[config.mk]
export PLATFORM = sky130hd
export DESIGN_NAME = timer_two_capture_reload
export DESIGN_NICKNAME = d
export VERILOG_FILES = /design/src/include/timer_two_pkg.sv /design/src/rtl/fall_sampler.sv /design/src/rtl/timer_two_capture_reload.sv
export SDC_FILE = /design/constraint.sdc
export NUM_CORES = 1
export LEC_CHECK = 0
export ABC_AREA = 0
export BUFFER_PORTS_ARGS = -buffer_cell sky130_fd_sc_hd__buf_2
export CAP_MARGIN = 10
export CORE_MARGIN = 4
export CORE_UTILIZATION = 60
export CTS_CLUSTER_DIAMETER = 30
export DETAILED_ROUTE_END_ITERATION = 10
export PLACE_DENSITY = 0.93
export SLEW_MARGIN = 5
export SYNTH_ARGS = -nofsm -noshare
export SYNTH_HDL_FRONTEND = slang
export SYNTH_HIERARCHICAL = 1
export SYNTH_SLANG_ARGS = --single-unit
[constraint.sdc]
create_clock -name ref_clk -period 6.05 [get_ports ref_clk]
set_input_delay 0.605 -clock ref_clk [delete_from_list [all_inputs] [get_ports ref_clk]]
set_output_delay 0.605 -clock ref_clk [all_outputs]
set_load 0.01 [all_outputs]
[src/include/timer_two_pkg.sv]
// Package holding register map, field positions, reset values and timing constants for the capture/reload timer.
package timer_two_pkg;
   // Register offsets on the plain register port.
   localparam logic [3:0] ADDR_CONTROL = 4'h0;
   localparam logic [3:0] ADDR_COUNT_LOW = 4'h1;
   localparam logic [3:0] ADDR_COUNT_HIGH = 4'h2;
   localparam logic [3:0] ADDR_CAPTURE_LOW = 4'h3;
   localparam logic [3:0] ADDR_CAPTURE_HIGH = 4'h4;
   localparam logic [3:0] ADDR_SERIAL_DATA = 4'h5;
   localparam logic [3:0] ADDR_IRQ_STATUS = 4'h6;
   localparam logic [3:0] ADDR_IRQ_MASK = 4'h7;
   localparam logic [3:0] ADDR_SERIAL_STATUS = 4'h8;
   // Control register field positions.
   localparam int BIT_OVERFLOW = 7;
   localparam int BIT_EXT_FLAG = 6;
   localparam int BIT_RX_CLK_SEL = 5;
   localparam int BIT_TX_CLK_SEL = 4;
   localparam int BIT_EXT_ENABLE = 3;
   localparam int BIT_RUN = 2;
   localparam int BIT_COUNTER_SEL = 1;
   localparam int BIT_CAP_RELOAD = 0;
   // Interrupt status bit positions.
   localparam int IRQ_OVERFLOW = 0;
   localparam int IRQ_EXT = 1;
   localparam int IRQ_RX_DONE = 2;
   localparam int IRQ_RX_LOST = 3;
   localparam int IRQ_WIDTH = 4;
   // Reset values.
   localparam logic [7:0] CONTROL_RESET = 8'h00;
   localparam logic [15:0] COUNT_RESET = 16'h0000;
   localparam logic [IRQ_WIDTH-1:0] IRQ_RESET = 4'h0;
   localparam logic [7:0] DATA_RESET = 8'h00;
   // Timing: oscillator periods per machine cycle and per state time.
   localparam int OSC_PER_MACHINE = 12;
   localparam int OSC_PER_STATE = 2;
   localparam logic [15:0] COUNT_ONE = 16'h0001;
   localparam logic [15:0] COUNT_ALL_ONES = 16'hffff;
   // Operating modes.
   typedef enum logic [1:0] {
      MODE_OFF = 2'b00,
      MODE_RELOAD = 2'b01,
      MODE_CAPTURE = 2'b10,
      MODE_BAUD = 2'b11
   } mode_t;
endpackage : timer_two_pkg

[src/rtl/fall_sampler.sv]
// Once-per-tick sampler that reports a high sample followed by a low sample.
`timescale 1ns/1ps
module fall_sampler (
   // Clock and reset
   input wire logic ref_clk,
   input wire logic rst,
   // Sampling tick and pin
   input wire logic sampleTick,
   input wire logic pinIn,
   // Detected edge, one cycle pulse
   output logic fallSeen
);
   logic prevSample_r;
   logic curSample_r;

   // Two samples are held so a level must last a whole tick interval to be seen.
   always_ff @(posedge ref_clk) begin
      if (rst) begin
         prevSample_r <= 1'b1;
         curSample_r <= 1'b1;
      end else if (sampleTick) begin
         prevSample_r <= curSample_r;
         curSample_r <= pinIn;
      end
   end

   // Edge reported in the tick after the low sample lands.
   assign fallSeen = sampleTick & prevSample_r & ~curSample_r;
endmodule : fall_sampler

[src/rtl/timer_two_capture_reload.sv]
// Sixteen-bit capture/reload timer with baud clock output and serial data holding registers.
//
// Added by the designer: the register addresses and the plain strobed port.
`timescale 1ns/1ps
// Function
// 16-bit timer or external event counter.
// Mode from run, clock selects, capture select.
// Overflow flag set by hardware, not baud.
// Trigger edge sets external flag, interrupts.
// Receive select routes overflow to receiver.
// Transmit select routes overflow to transmitter.
// Trigger enable gates edges, not in baud.
// Run bit starts and stops counting.
// Counter select: clock/12 or count edges.
// Capture mode copies count on trigger.
// Reload mode reloads on rollover or trigger.
// Either clock select enters baud mode.
// Transmit and receive paths are independent.
// Second receive byte may overrun first.
// Data write to transmit, read from receive.
// Timer ticks once per twelve oscillator periods.
// Count input sampled once per machine cycle.
// Baud mode reloads from capture pair.
// Trigger sampled like count input.
module timer_two_capture_reload #(
   parameter int COUNT_WIDTH = 16
) (
   // Clock and reset
   input wire logic ref_clk,
   input wire logic rst,
   // Register port
   input wire logic [3:0] regAddr,
   input wire logic [7:0] regWrData,
   input wire logic regWrite,
   input wire logic regRead,
   output logic [7:0] regRdData,
   // External pins
   input wire logic countInput,
   input wire logic triggerInput,
   // Serial port side
   input wire logic otherTimerOverflow,
   input wire logic rxByteDone,
   input wire logic [7:0] rxByte,
   output logic [7:0] txData,
   output logic txLoad,
   output logic rxSerialClock,
   output logic txSerialClock,
   // Interrupt
   output logic irq
);

   // Register map, one byte per offset.
   // Offset 0 holds the control word.
   // Offsets 1 and 2 hold the count, low and high byte.
   // Offsets 3 and 4 hold the capture pair, also the reload value.
   // Offset 5 takes the transmit byte and returns the receive byte.
   // Offset 6 is the sticky interrupt status, cleared by writing ones.
   // Offset 7 is the interrupt mask, laid out like the status.
   // Offset 8 shows receive-full in bit 0.
   // Other offsets read zero and drop writes.

   // Control bits, top down: overflow flag, trigger flag,
   // receive select, transmit select, trigger enable,
   // run control, counter select, capture/reload select.
   // Software clears either flag by writing a zero to it.

   // Status bits, bottom up: overflow, trigger,
   // byte received, receive overrun.
   // Masked events are still recorded in the status.
   // The interrupt is a level while any unmasked bit is set.

   // Count bytes are written one at a time, unlatched.
   // A running timer may step between the two writes,
   // so software should stop it to load an exact value.

   // Two free dividers on the oscillator clock set the pace.
   // A machine tick every twelve clocks steps the timer.
   // The same tick samples both external pins.
   // A state tick every two clocks steps baud mode.
   // Count and flags change on the edge after the tick.

   // In capture mode a rollover wraps to zero and sets the flag.
   // In reload mode a rollover loads the capture pair.
   // Baud mode reloads the same way but sets no flag.
   // In baud mode the trigger pin is ignored as well.

   // A trigger in capture mode copies the count out.
   // A trigger in reload mode loads the capture pair in.
   // Both set the trigger flag and its status bit.

   // A data write pulses the transmit load next cycle.
   // A received byte sets receive-full and its status.
   // A byte arriving while the last is unread replaces it,
   // so the older byte is lost and overrun is flagged.
   // Reading the data offset clears receive-full.

   // Each serial clock takes this timer's rollover when
   // selected, else the other timer's overflow pulse.
   // Transmit and receive choose apart, so rates may differ.

   // Reset clears every register and starts both pin
   // samplers high, so a pin low through reset counts as one edge.

   localparam logic [3:0] MACHINE_LAST = 4'(timer_two_pkg::OSC_PER_MACHINE - 1);
   localparam logic [3:0] STATE_LAST = 4'(timer_two_pkg::OSC_PER_STATE - 1);
   // Byte lanes of the count and capture words.
   localparam int LOW_MSB = 7;
   localparam int HIGH_LSB = 8;
   localparam int HIGH_MSB = 15;

   // Control word, count and capture pair.
   logic [7:0] control_r;
   logic [COUNT_WIDTH-1:0] count_r;
   logic [COUNT_WIDTH-1:0] count_nxt;
   logic [COUNT_WIDTH-1:0] capture_r;

   // Tick dividers.
   logic [3:0] machineDiv_r;
   logic [3:0] stateDiv_r;

   // Serial holding registers and read data.
   logic [7:0] txData_r;
   logic [7:0] rxHold_r;
   logic rxFull_r;
   logic [7:0] rdData_r;
   logic txLoad_r;

   // Interrupt status and mask.
   logic [timer_two_pkg::IRQ_WIDTH-1:0] irqStatus_r;
   logic [timer_two_pkg::IRQ_WIDTH-1:0] irqMask_r;

   // Control field wires.
   wire runBit = control_r[timer_two_pkg::BIT_RUN];
   wire rxSel = control_r[timer_two_pkg::BIT_RX_CLK_SEL];
   wire txSel = control_r[timer_two_pkg::BIT_TX_CLK_SEL];
   wire extEnable = control_r[timer_two_pkg::BIT_EXT_ENABLE];
   wire counterSel = control_r[timer_two_pkg::BIT_COUNTER_SEL];
   wire capSel = control_r[timer_two_pkg::BIT_CAP_RELOAD];
   wire baudSel = rxSel | txSel;

   // Mode decode from the control bits.
   // Off wins over all, then baud mode, then capture select.
   timer_two_pkg::mode_t mode;
   assign mode = !runBit ? timer_two_pkg::MODE_OFF :
                 baudSel ? timer_two_pkg::MODE_BAUD :
                 capSel ? timer_two_pkg::MODE_CAPTURE : timer_two_pkg::MODE_RELOAD;

   // Machine cycle and state time tick generators on the oscillator clock.
   // They run free from reset, so the first machine tick
   // follows the eleventh edge; run control does not touch them,
   // so a start may wait up to one tick.
   wire machineTick = (machineDiv_r == MACHINE_LAST);
   wire stateTick = (stateDiv_r == STATE_LAST);
   always_ff @(posedge ref_clk) begin
      if (rst) begin
         machineDiv_r <= 4'h0;
         stateDiv_r <= 4'h0;
      end else begin
         machineDiv_r <= machineTick ? 4'h0 : machineDiv_r + 4'h1;
         stateDiv_r <= stateTick ? 4'h0 : stateDiv_r + 4'h1;
      end
   end

   // Both pins share the once-per-machine-cycle sampling.
   // A level shorter than a machine cycle may fall between
   // samples, so the source must hold each level that long.
   logic countFall;
   logic trigFall;
   fall_sampler countSampler (
      .ref_clk(ref_clk),
      .rst(rst),
      .sampleTick(machineTick),
      .pinIn(countInput),
      .fallSeen(countFall)
   );

   fall_sampler trigSampler (
      .ref_clk(ref_clk),
      .rst(rst),
      .sampleTick(machineTick),
      .pinIn(triggerInput),
      .fallSeen(trigFall)
   );

   // Count advance: baud timer mode runs at state rate rather than machine rate.
   // In counter mode pin edges step the count in every running mode.
   wire timerTick = (mode == timer_two_pkg::MODE_BAUD) ? stateTick : machineTick;
   wire countStep = (mode != timer_two_pkg::MODE_OFF) & (counterSel ? countFall : timerTick);
   wire rollover = countStep & (count_r == timer_two_pkg::COUNT_ALL_ONES[COUNT_WIDTH-1:0]);

   // Trigger events are ignored when disabled or while clocking the serial port.
   // A trigger with run clear is dropped, not held for later.
   wire trigEvent = trigFall & extEnable & runBit & ~baudSel;
   wire doCapture = trigEvent & (mode == timer_two_pkg::MODE_CAPTURE);
   wire doReload = (rollover & (mode != timer_two_pkg::MODE_CAPTURE)) |
                   (trigEvent & (mode == timer_two_pkg::MODE_RELOAD));
   wire overflowSet = rollover & ~baudSel;

   // Register write decode.
   // Unmapped offsets match no line here, so their writes are dropped.
   wire wrControl = regWrite & (regAddr == timer_two_pkg::ADDR_CONTROL);
   wire wrCountLow = regWrite & (regAddr == timer_two_pkg::ADDR_COUNT_LOW);
   wire wrCountHigh = regWrite & (regAddr == timer_two_pkg::ADDR_COUNT_HIGH);
   wire wrCapLow = regWrite & (regAddr == timer_two_pkg::ADDR_CAPTURE_LOW);
   wire wrCapHigh = regWrite & (regAddr == timer_two_pkg::ADDR_CAPTURE_HIGH);
   wire wrSerial = regWrite & (regAddr == timer_two_pkg::ADDR_SERIAL_DATA);
   wire wrIrqStatus = regWrite & (regAddr == timer_two_pkg::ADDR_IRQ_STATUS);
   wire wrIrqMask = regWrite & (regAddr == timer_two_pkg::ADDR_IRQ_MASK);
   wire rdSerial = regRead & (regAddr == timer_two_pkg::ADDR_SERIAL_DATA);

   // Next count: software writes win over hardware stepping, reload beats increment.
   // A byte write replaces only its own byte of the stepped value.
   always_comb begin
      count_nxt = count_r;
      if (doReload) begin
         count_nxt = capture_r;
      end else if (countStep) begin
         count_nxt = count_r + COUNT_WIDTH'(timer_two_pkg::COUNT_ONE);
      end
      if (wrCountLow) begin
         count_nxt[LOW_MSB:0] = regWrData;
      end
      if (wrCountHigh) begin
         count_nxt[HIGH_MSB:HIGH_LSB] = regWrData;
      end
   end

   // Count and capture pair.
   // A trigger capture beats a software write in the same cycle.
   always_ff @(posedge ref_clk) begin
      if (rst) begin
         count_r <= timer_two_pkg::COUNT_RESET[COUNT_WIDTH-1:0];
         capture_r <= timer_two_pkg::COUNT_RESET[COUNT_WIDTH-1:0];
      end else begin
         count_r <= count_nxt;
         if (doCapture) begin
            capture_r <= count_r;
         end else begin
            if (wrCapLow) begin
               capture_r[LOW_MSB:0] <= regWrData;
            end
            if (wrCapHigh) begin
               capture_r[HIGH_MSB:HIGH_LSB] <= regWrData;
            end
         end
      end
   end

   // Control register; hardware setting of either flag wins over a software clear.
   // Software clears a flag by writing zero to its bit.
   wire extFlagSet = doCapture | (trigEvent & (mode == timer_two_pkg::MODE_RELOAD));
   always_ff @(posedge ref_clk) begin
      if (rst) begin
         control_r <= timer_two_pkg::CONTROL_RESET;
      end else begin
         if (wrControl) begin
            control_r <= regWrData;
         end
         if (overflowSet) begin
            control_r[timer_two_pkg::BIT_OVERFLOW] <= 1'b1;
         end
         if (extFlagSet) begin
            control_r[timer_two_pkg::BIT_EXT_FLAG] <= 1'b1;
         end
      end
   end

   // Serial data: transmit and receive holding registers are separate and independent.
   // Only software writes one and only the receiver the other.
   wire rxOverrun = rxByteDone & rxFull_r & ~rdSerial;
   always_ff @(posedge ref_clk) begin
      if (rst) begin
         txData_r <= timer_two_pkg::DATA_RESET;
         txLoad_r <= 1'b0;
         rxHold_r <= timer_two_pkg::DATA_RESET;
         rxFull_r <= 1'b0;
      end else begin
         txLoad_r <= wrSerial;
         if (wrSerial) begin
            txData_r <= regWrData;
         end
         // A newer byte replaces an unread one, so the older byte is the one lost.
         if (rxByteDone) begin
            rxHold_r <= rxByte;
         end
         if (rxByteDone) begin
            rxFull_r <= 1'b1;
         end else if (rdSerial) begin
            rxFull_r <= 1'b0;
         end
      end
   end

   // Sticky interrupt status, write one to clear; a new event wins over the clear.
   // Each event source feeds one status bit.
   // Masked events stay recorded and raise irq once unmasked.
   logic [timer_two_pkg::IRQ_WIDTH-1:0] irqEvents;
   assign irqEvents[timer_two_pkg::IRQ_OVERFLOW] = overflowSet;
   assign irqEvents[timer_two_pkg::IRQ_EXT] = extFlagSet;
   assign irqEvents[timer_two_pkg::IRQ_RX_DONE] = rxByteDone;
   assign irqEvents[timer_two_pkg::IRQ_RX_LOST] = rxOverrun;
   wire [timer_two_pkg::IRQ_WIDTH-1:0] irqClear = wrIrqStatus ? regWrData[timer_two_pkg::IRQ_WIDTH-1:0] : '0;
   always_ff @(posedge ref_clk) begin
      if (rst) begin
         irqStatus_r <= timer_two_pkg::IRQ_RESET;
         irqMask_r <= timer_two_pkg::IRQ_RESET;
      end else begin
         irqStatus_r <= (irqStatus_r & ~irqClear) | irqEvents;
         if (wrIrqMask) begin
            irqMask_r <= regWrData[timer_two_pkg::IRQ_WIDTH-1:0];
         end
      end
   end
   assign irq = |(irqStatus_r & irqMask_r);

   // Read data mux, answered in the cycle after the strobe; unmapped addresses read zero.
   // Read data fall back to zero between answers,
   // so a stale byte never lingers on the port.
   wire [7:0] rdMux =
      (regAddr == timer_two_pkg::ADDR_CONTROL) ? control_r :
      (regAddr == timer_two_pkg::ADDR_COUNT_LOW) ? count_r[LOW_MSB:0] :
      (regAddr == timer_two_pkg::ADDR_COUNT_HIGH) ? count_r[HIGH_MSB:HIGH_LSB] :
      (regAddr == timer_two_pkg::ADDR_CAPTURE_LOW) ? capture_r[LOW_MSB:0] :
      (regAddr == timer_two_pkg::ADDR_CAPTURE_HIGH) ? capture_r[HIGH_MSB:HIGH_LSB] :
      (regAddr == timer_two_pkg::ADDR_SERIAL_DATA) ? rxHold_r :
      (regAddr == timer_two_pkg::ADDR_IRQ_STATUS) ? 8'(irqStatus_r) :
      (regAddr == timer_two_pkg::ADDR_IRQ_MASK) ? 8'(irqMask_r) :
      (regAddr == timer_two_pkg::ADDR_SERIAL_STATUS) ? {7'h00, rxFull_r} : 8'h00;
   always_ff @(posedge ref_clk) begin
      if (rst) begin
         rdData_r <= 8'h00;
      end else begin
         rdData_r <= regRead ? rdMux : 8'h00;
      end
   end
   assign regRdData = rdData_r;

   // Serial clock routing: this timer's rollover or the other timer's overflow.
   // The selects switch the source at once, so a pulse
   // may be lost in the cycle that they change.
   assign rxSerialClock = rxSel ? (rollover & runBit) : otherTimerOverflow;
   assign txSerialClock = txSel ? (rollover & runBit) : otherTimerOverflow;
   assign txData = txData_r;
   assign txLoad = txLoad_r;
endmodule : timer_two_capture_reload

==> metrics.md <==
| Metric | Value |
|---|---|
| Status | completed |
| Critical Path Sink Type | register |
| Starting density of the core | 0.6146 |
| Seq. cell area | 0.001722 mm^2 |
| Worst EP required | 6270 ps |
| Die area | 0.009358 mm^2 |
| CP bufs+invs | 0 |
| DR iter-0 viols | 545 |
| Final Skew | 15.73 ps |
| Final slew viol count | 0 |
| Slowest cell on crit path | and4_1 |
| Largest net degree at the start of global routing | 83 |
| Net switching fraction of the power | 0.2950 |
| Min-Delay Startpoint | triggerInput |
| Worst Hold Slack | 442.9 ps |
| Worst min path class | in -> reg |
| Gate power share | 0.092 |
| Area of the multi-input gates | 0.002698 mm^2 |
| Synth Warn # | 6 |
| Post-route insts no fill | 682 |
| Layout Nets | 607 |
| Worst Tran Pin Value | 1144 ps |
| Cts hold-fix bufs | 0 |
| Achievable frequency | 0.3298 GHz |
| ANT nets after route | 0 |
| Post-cts repair resize count | 0 |
| Pre-Repair DR Iteration Count | 5 |
| Power share of the clock group | 0.371 |
| Share of post-route cells with drive strength above 1 | 0.1483 |
| Routed vias | 4583 |
| Slowest stage delay, CP | 640 ps |
| Crit Reg-Reg Endpoint | count_r[13]$_SDFFE_PP0P_ |
| #FFs+latches synth | 86 |
| Worst EP arrival | 3250 ps |
| Vias in the first global route | 4395 |
| Register-to-register setup slack | 3020 ps |
| Clk buf depth | 2 |
| Hold EP | trigSampler/curSample_r$_SDFFE_PP1P_ |
| Wire per inst | 20.28 um |
| Cells along the critical path | ha_1, and3b_1, nand2_1, nor2_1, nor2b_1, and4_1, a21oi_2, a31oi_1, o221ai_1 |
| Via-per-instance ratio | 6.720 |
| Core area | 0.007687 mm^2 |
| Initial antenna violation count | 0 |
| Hold Path Cell Cnt | 2 |
| Filler cells | 648 |
| Clk slew on worst S/H paths | 110 ps |
| Post-synth design cell area | 0.004725 mm^2 |
| TritonCTS Buffers | 9 |
| Pwr dens | 220.9 mW/mm^2 |
| Ant. Diodes | 0 |
| Post-CTS Setup Repair Bufs | 0 |
| Reg2reg path depth | 9 |
| Clk_lat worst skew | 380 ps |
| Max_slew headroom | 0.2374 |
| Cells after synthesis | 564 |
| Syn_area_per_cell | 8.377 um^2 |
| Peak supply drop | 185.6 uV |
| RSZ-0062 raised after global routing | no |
| Min cycle time layout | 3032 ps |
| Grt total ovfl | 0 |
| Sequential area share after synthesis | 0.3644 |
| Critical path class | reg -> reg |
| Number of cell rows | 32 |
| DRC viols | 0 |
| Routed WL | 13.83 mm |
| DP Cell Count | 666 |
| Die Height | 96.74 um |
| Area grow syn2layout | 6.171% |
| Dominant synthesized flop cell | dfxtp_1 |
| First-pass GRT wire length | 22.12 mm |
| Placer Congestion | 1.006 |
| Final Hold Vio Count | 0 |
| Port Buf Inserts | 47 |
| Setup TNS | 0 ps |
| Post-synth cell types | 68 |
| Global-route usage over all layers | 0.2902 |
| CP Max Fanout | 17 |
| Post-synthesis net count | 596 |
| TritonCTS clock tree | built |
| Clock Tree Root | clkbuf_8 |
| Startpoint Class | register |
| Static Leakage | 0.001762 uW |
| Share of the clock period used by the worst path | 0.5012 |
| Pint | 781.2 uW |
| CP delay by family, top | simple AND/OR/NAND/NOR gates |
| Switch Pwr | 326.8 uW |
| Clk sinks | 86 |
| Number of synthesized flops with an enable pin | 0 |
| Part of the power in registers | 0.537 |
| Die X | 96.74 um |
| Max-cap violations | 0 |
| CTS H-tree lvls | 3 |
| FF-to-FF Start | machineDiv_r[0]$_SDFF_PP0_ |
| Io pins | 48 |
| Hpwl dp | 9.735 mm |
| Synth async-reset ratio | 0 |
| Setup violations, final | 0 |
worst max path at each step:
stage | from | endpoint | slack (ps) | cells past startpoint
floorplan | machineDiv_r[0]$_SDFF_PP0_ | count_r[6]$_SDFFE_PP0P_ | 3890 | 11
global placement | regAddr[1] | capture_r[2]$_SDFFE_PP0P_ | 3060 | 5
detailed placement | regAddr[1] | capture_r[2]$_SDFFE_PP0P_ | 2960 | 5
CTS | machineDiv_r[0]$_SDFF_PP0_ | rxSerialClock | 3070 | 9
global route | machineDiv_r[0]$_SDFF_PP0_ | count_r[2]$_SDFFE_PP0P_ | 2810 | 9
finish | machineDiv_r[0]$_SDFF_PP0_ | count_r[13]$_SDFFE_PP0P_ | 3020 | 9
Yosys cell counts (2+ instances only):
master,instances,area [um^2]
ha_1,4,50.05
o21a_1,3,22.52
mux2i_1,29,290.3
nand3_1,19,95.09
a22oi_1,10,75.07
buf_1,9,33.78
a32oi_1,3,26.28
dfxtp_1,86,1722
o32a_1,4,40.04
or3_2,2,15.01
buf_6,2,22.52
nor3b_1,6,45.04
xor2_1,2,17.52
inv_1,5,18.77
nand3b_1,6,45.04
xnor2_1,11,96.34
mux2_2,5,56.30
nand2_1,61,229.0
nand4_1,11,68.82
clkbuf_1,23,86.33
a311oi_1,3,26.28
o21ai_0,13,65.06
o221ai_1,8,70.07
a211o_1,5,43.79
a31oi_1,15,93.84
nor2b_1,10,62.56
and2_1,3,18.77
buf_2,6,30.03
o21bai_1,2,15.01
nor2_1,58,217.7
buf_4,4,30.03
o211ai_1,8,60.06
and4_1,4,35.03
nand2b_1,7,43.79
nor3_1,9,45.04
a221oi_1,3,26.28
a21oi_1,41,205.2
a211oi_1,20,150.1
nand4_2,2,25.02
clkbuf_8,2,27.53
o22ai_1,2,12.51
and3_1,12,75.07
area by class of cell:
cell class	count	area share
multi-input cells	424	0.5378
flip-flops and latches	86	0.3432
repair buffers	49	0.04989
well taps	102	0.02544
clock buffers	9	0.02469
clock inverters	7	0.01522
inverters	5	0.003742
sequential cells by signal (all words and copies together), names as in the netlist, 8 cells and up:
name,count
txData,8
control_r,8
regRdData,8
count_r,16
capture_r,16
rxHold_r,8
metrics by stage:
step                cell area (um^2)  power (uW)  setup slack (ps)    util
global placement                4816       701.2              3064  0.6265
global route                    5016        1143              2810  0.6525
floorplan                       4725       672.9              3894       -
detailed placement              4816       706.7              2962  0.6265
CTS                             5016        1104              3071  0.6525
finish                          5016        1108              3018  0.6525
cells in the final DEF, fill, tap and decap left out, types with 3 or more instances in the layout:
master    netlist  final
a211o_1         5      5
a211oi_1       20     20
a21oi_1        41     41
a221oi_1        3      3
a22oi_1        10     10
a311oi_1        3      3
a31oi_1        15     15
a32oi_1         3      3
and2_1          3      3
and3_1         12     12
and4_1          4      4
buf_2           6     47
clkbuf_8        2      9
dfxtp_1        86     86
ha_1            4      4
inv_1           5      5
inv_8           0      3
mux2_2          5      5
mux2i_1        29     29
nand2_1        61     61
nand2b_1        7      7
nand3_1        19     19
nand3b_1        6      6
nand4_1        11     11
nor2_1         58     58
nor2b_1        10     10
nor3_1          9      9
nor3b_1         6      6
o211ai_1        8      8
o21a_1          3      3
o21ai_0        13     13
o221ai_1        8      8
o32a_1          4      4
xnor2_1        11     11
power groups by stage:
stage | Combinational [uW] | Sequential [uW] | Clock, uW
after CTS | 99.5 | 594 | 410
after detailed placement | 99.2 | 607 | 0
after global placement | 94.5 | 607 | 0
after floorplan | 71.2 | 602 | 0
after global routing | 111 | 597 | 435
final | 102 | 595 | 411
cell families (layout without fill, tap and decap cells):
logic type | after synthesis | after routing | synth area share
buffers and inverters | 54 | 70 | 0.06462
and+or+nand+nor | 222 | 222 | 0.2405
muxes | 35 | 35 | 0.07812
AOI/OAI and AO/OA | 150 | 150 | 0.2177
DFF | 86 | 86 | 0.3644
adders and majority gates | 4 | 4 | 0.01059
xor gates and xnor gates | 13 | 13 | 0.02410
routing by layer:
metal | GRT usage | vias up | part of all wire | wire, um
li1 | - | 2092 | - | -
met1 | 0.3865 | 2147 | 0.39 | 5459
met2 | 0.4485 | 287 | 0.46 | 6317
met3 | 0.06994 | 57 | 0.11 | 1458
met4 | 0.1263 | 0 | 0.043 | 595
met5 | 0 | - | 0 | 0
Note: power is estimated with default switching activity, not from simulation.
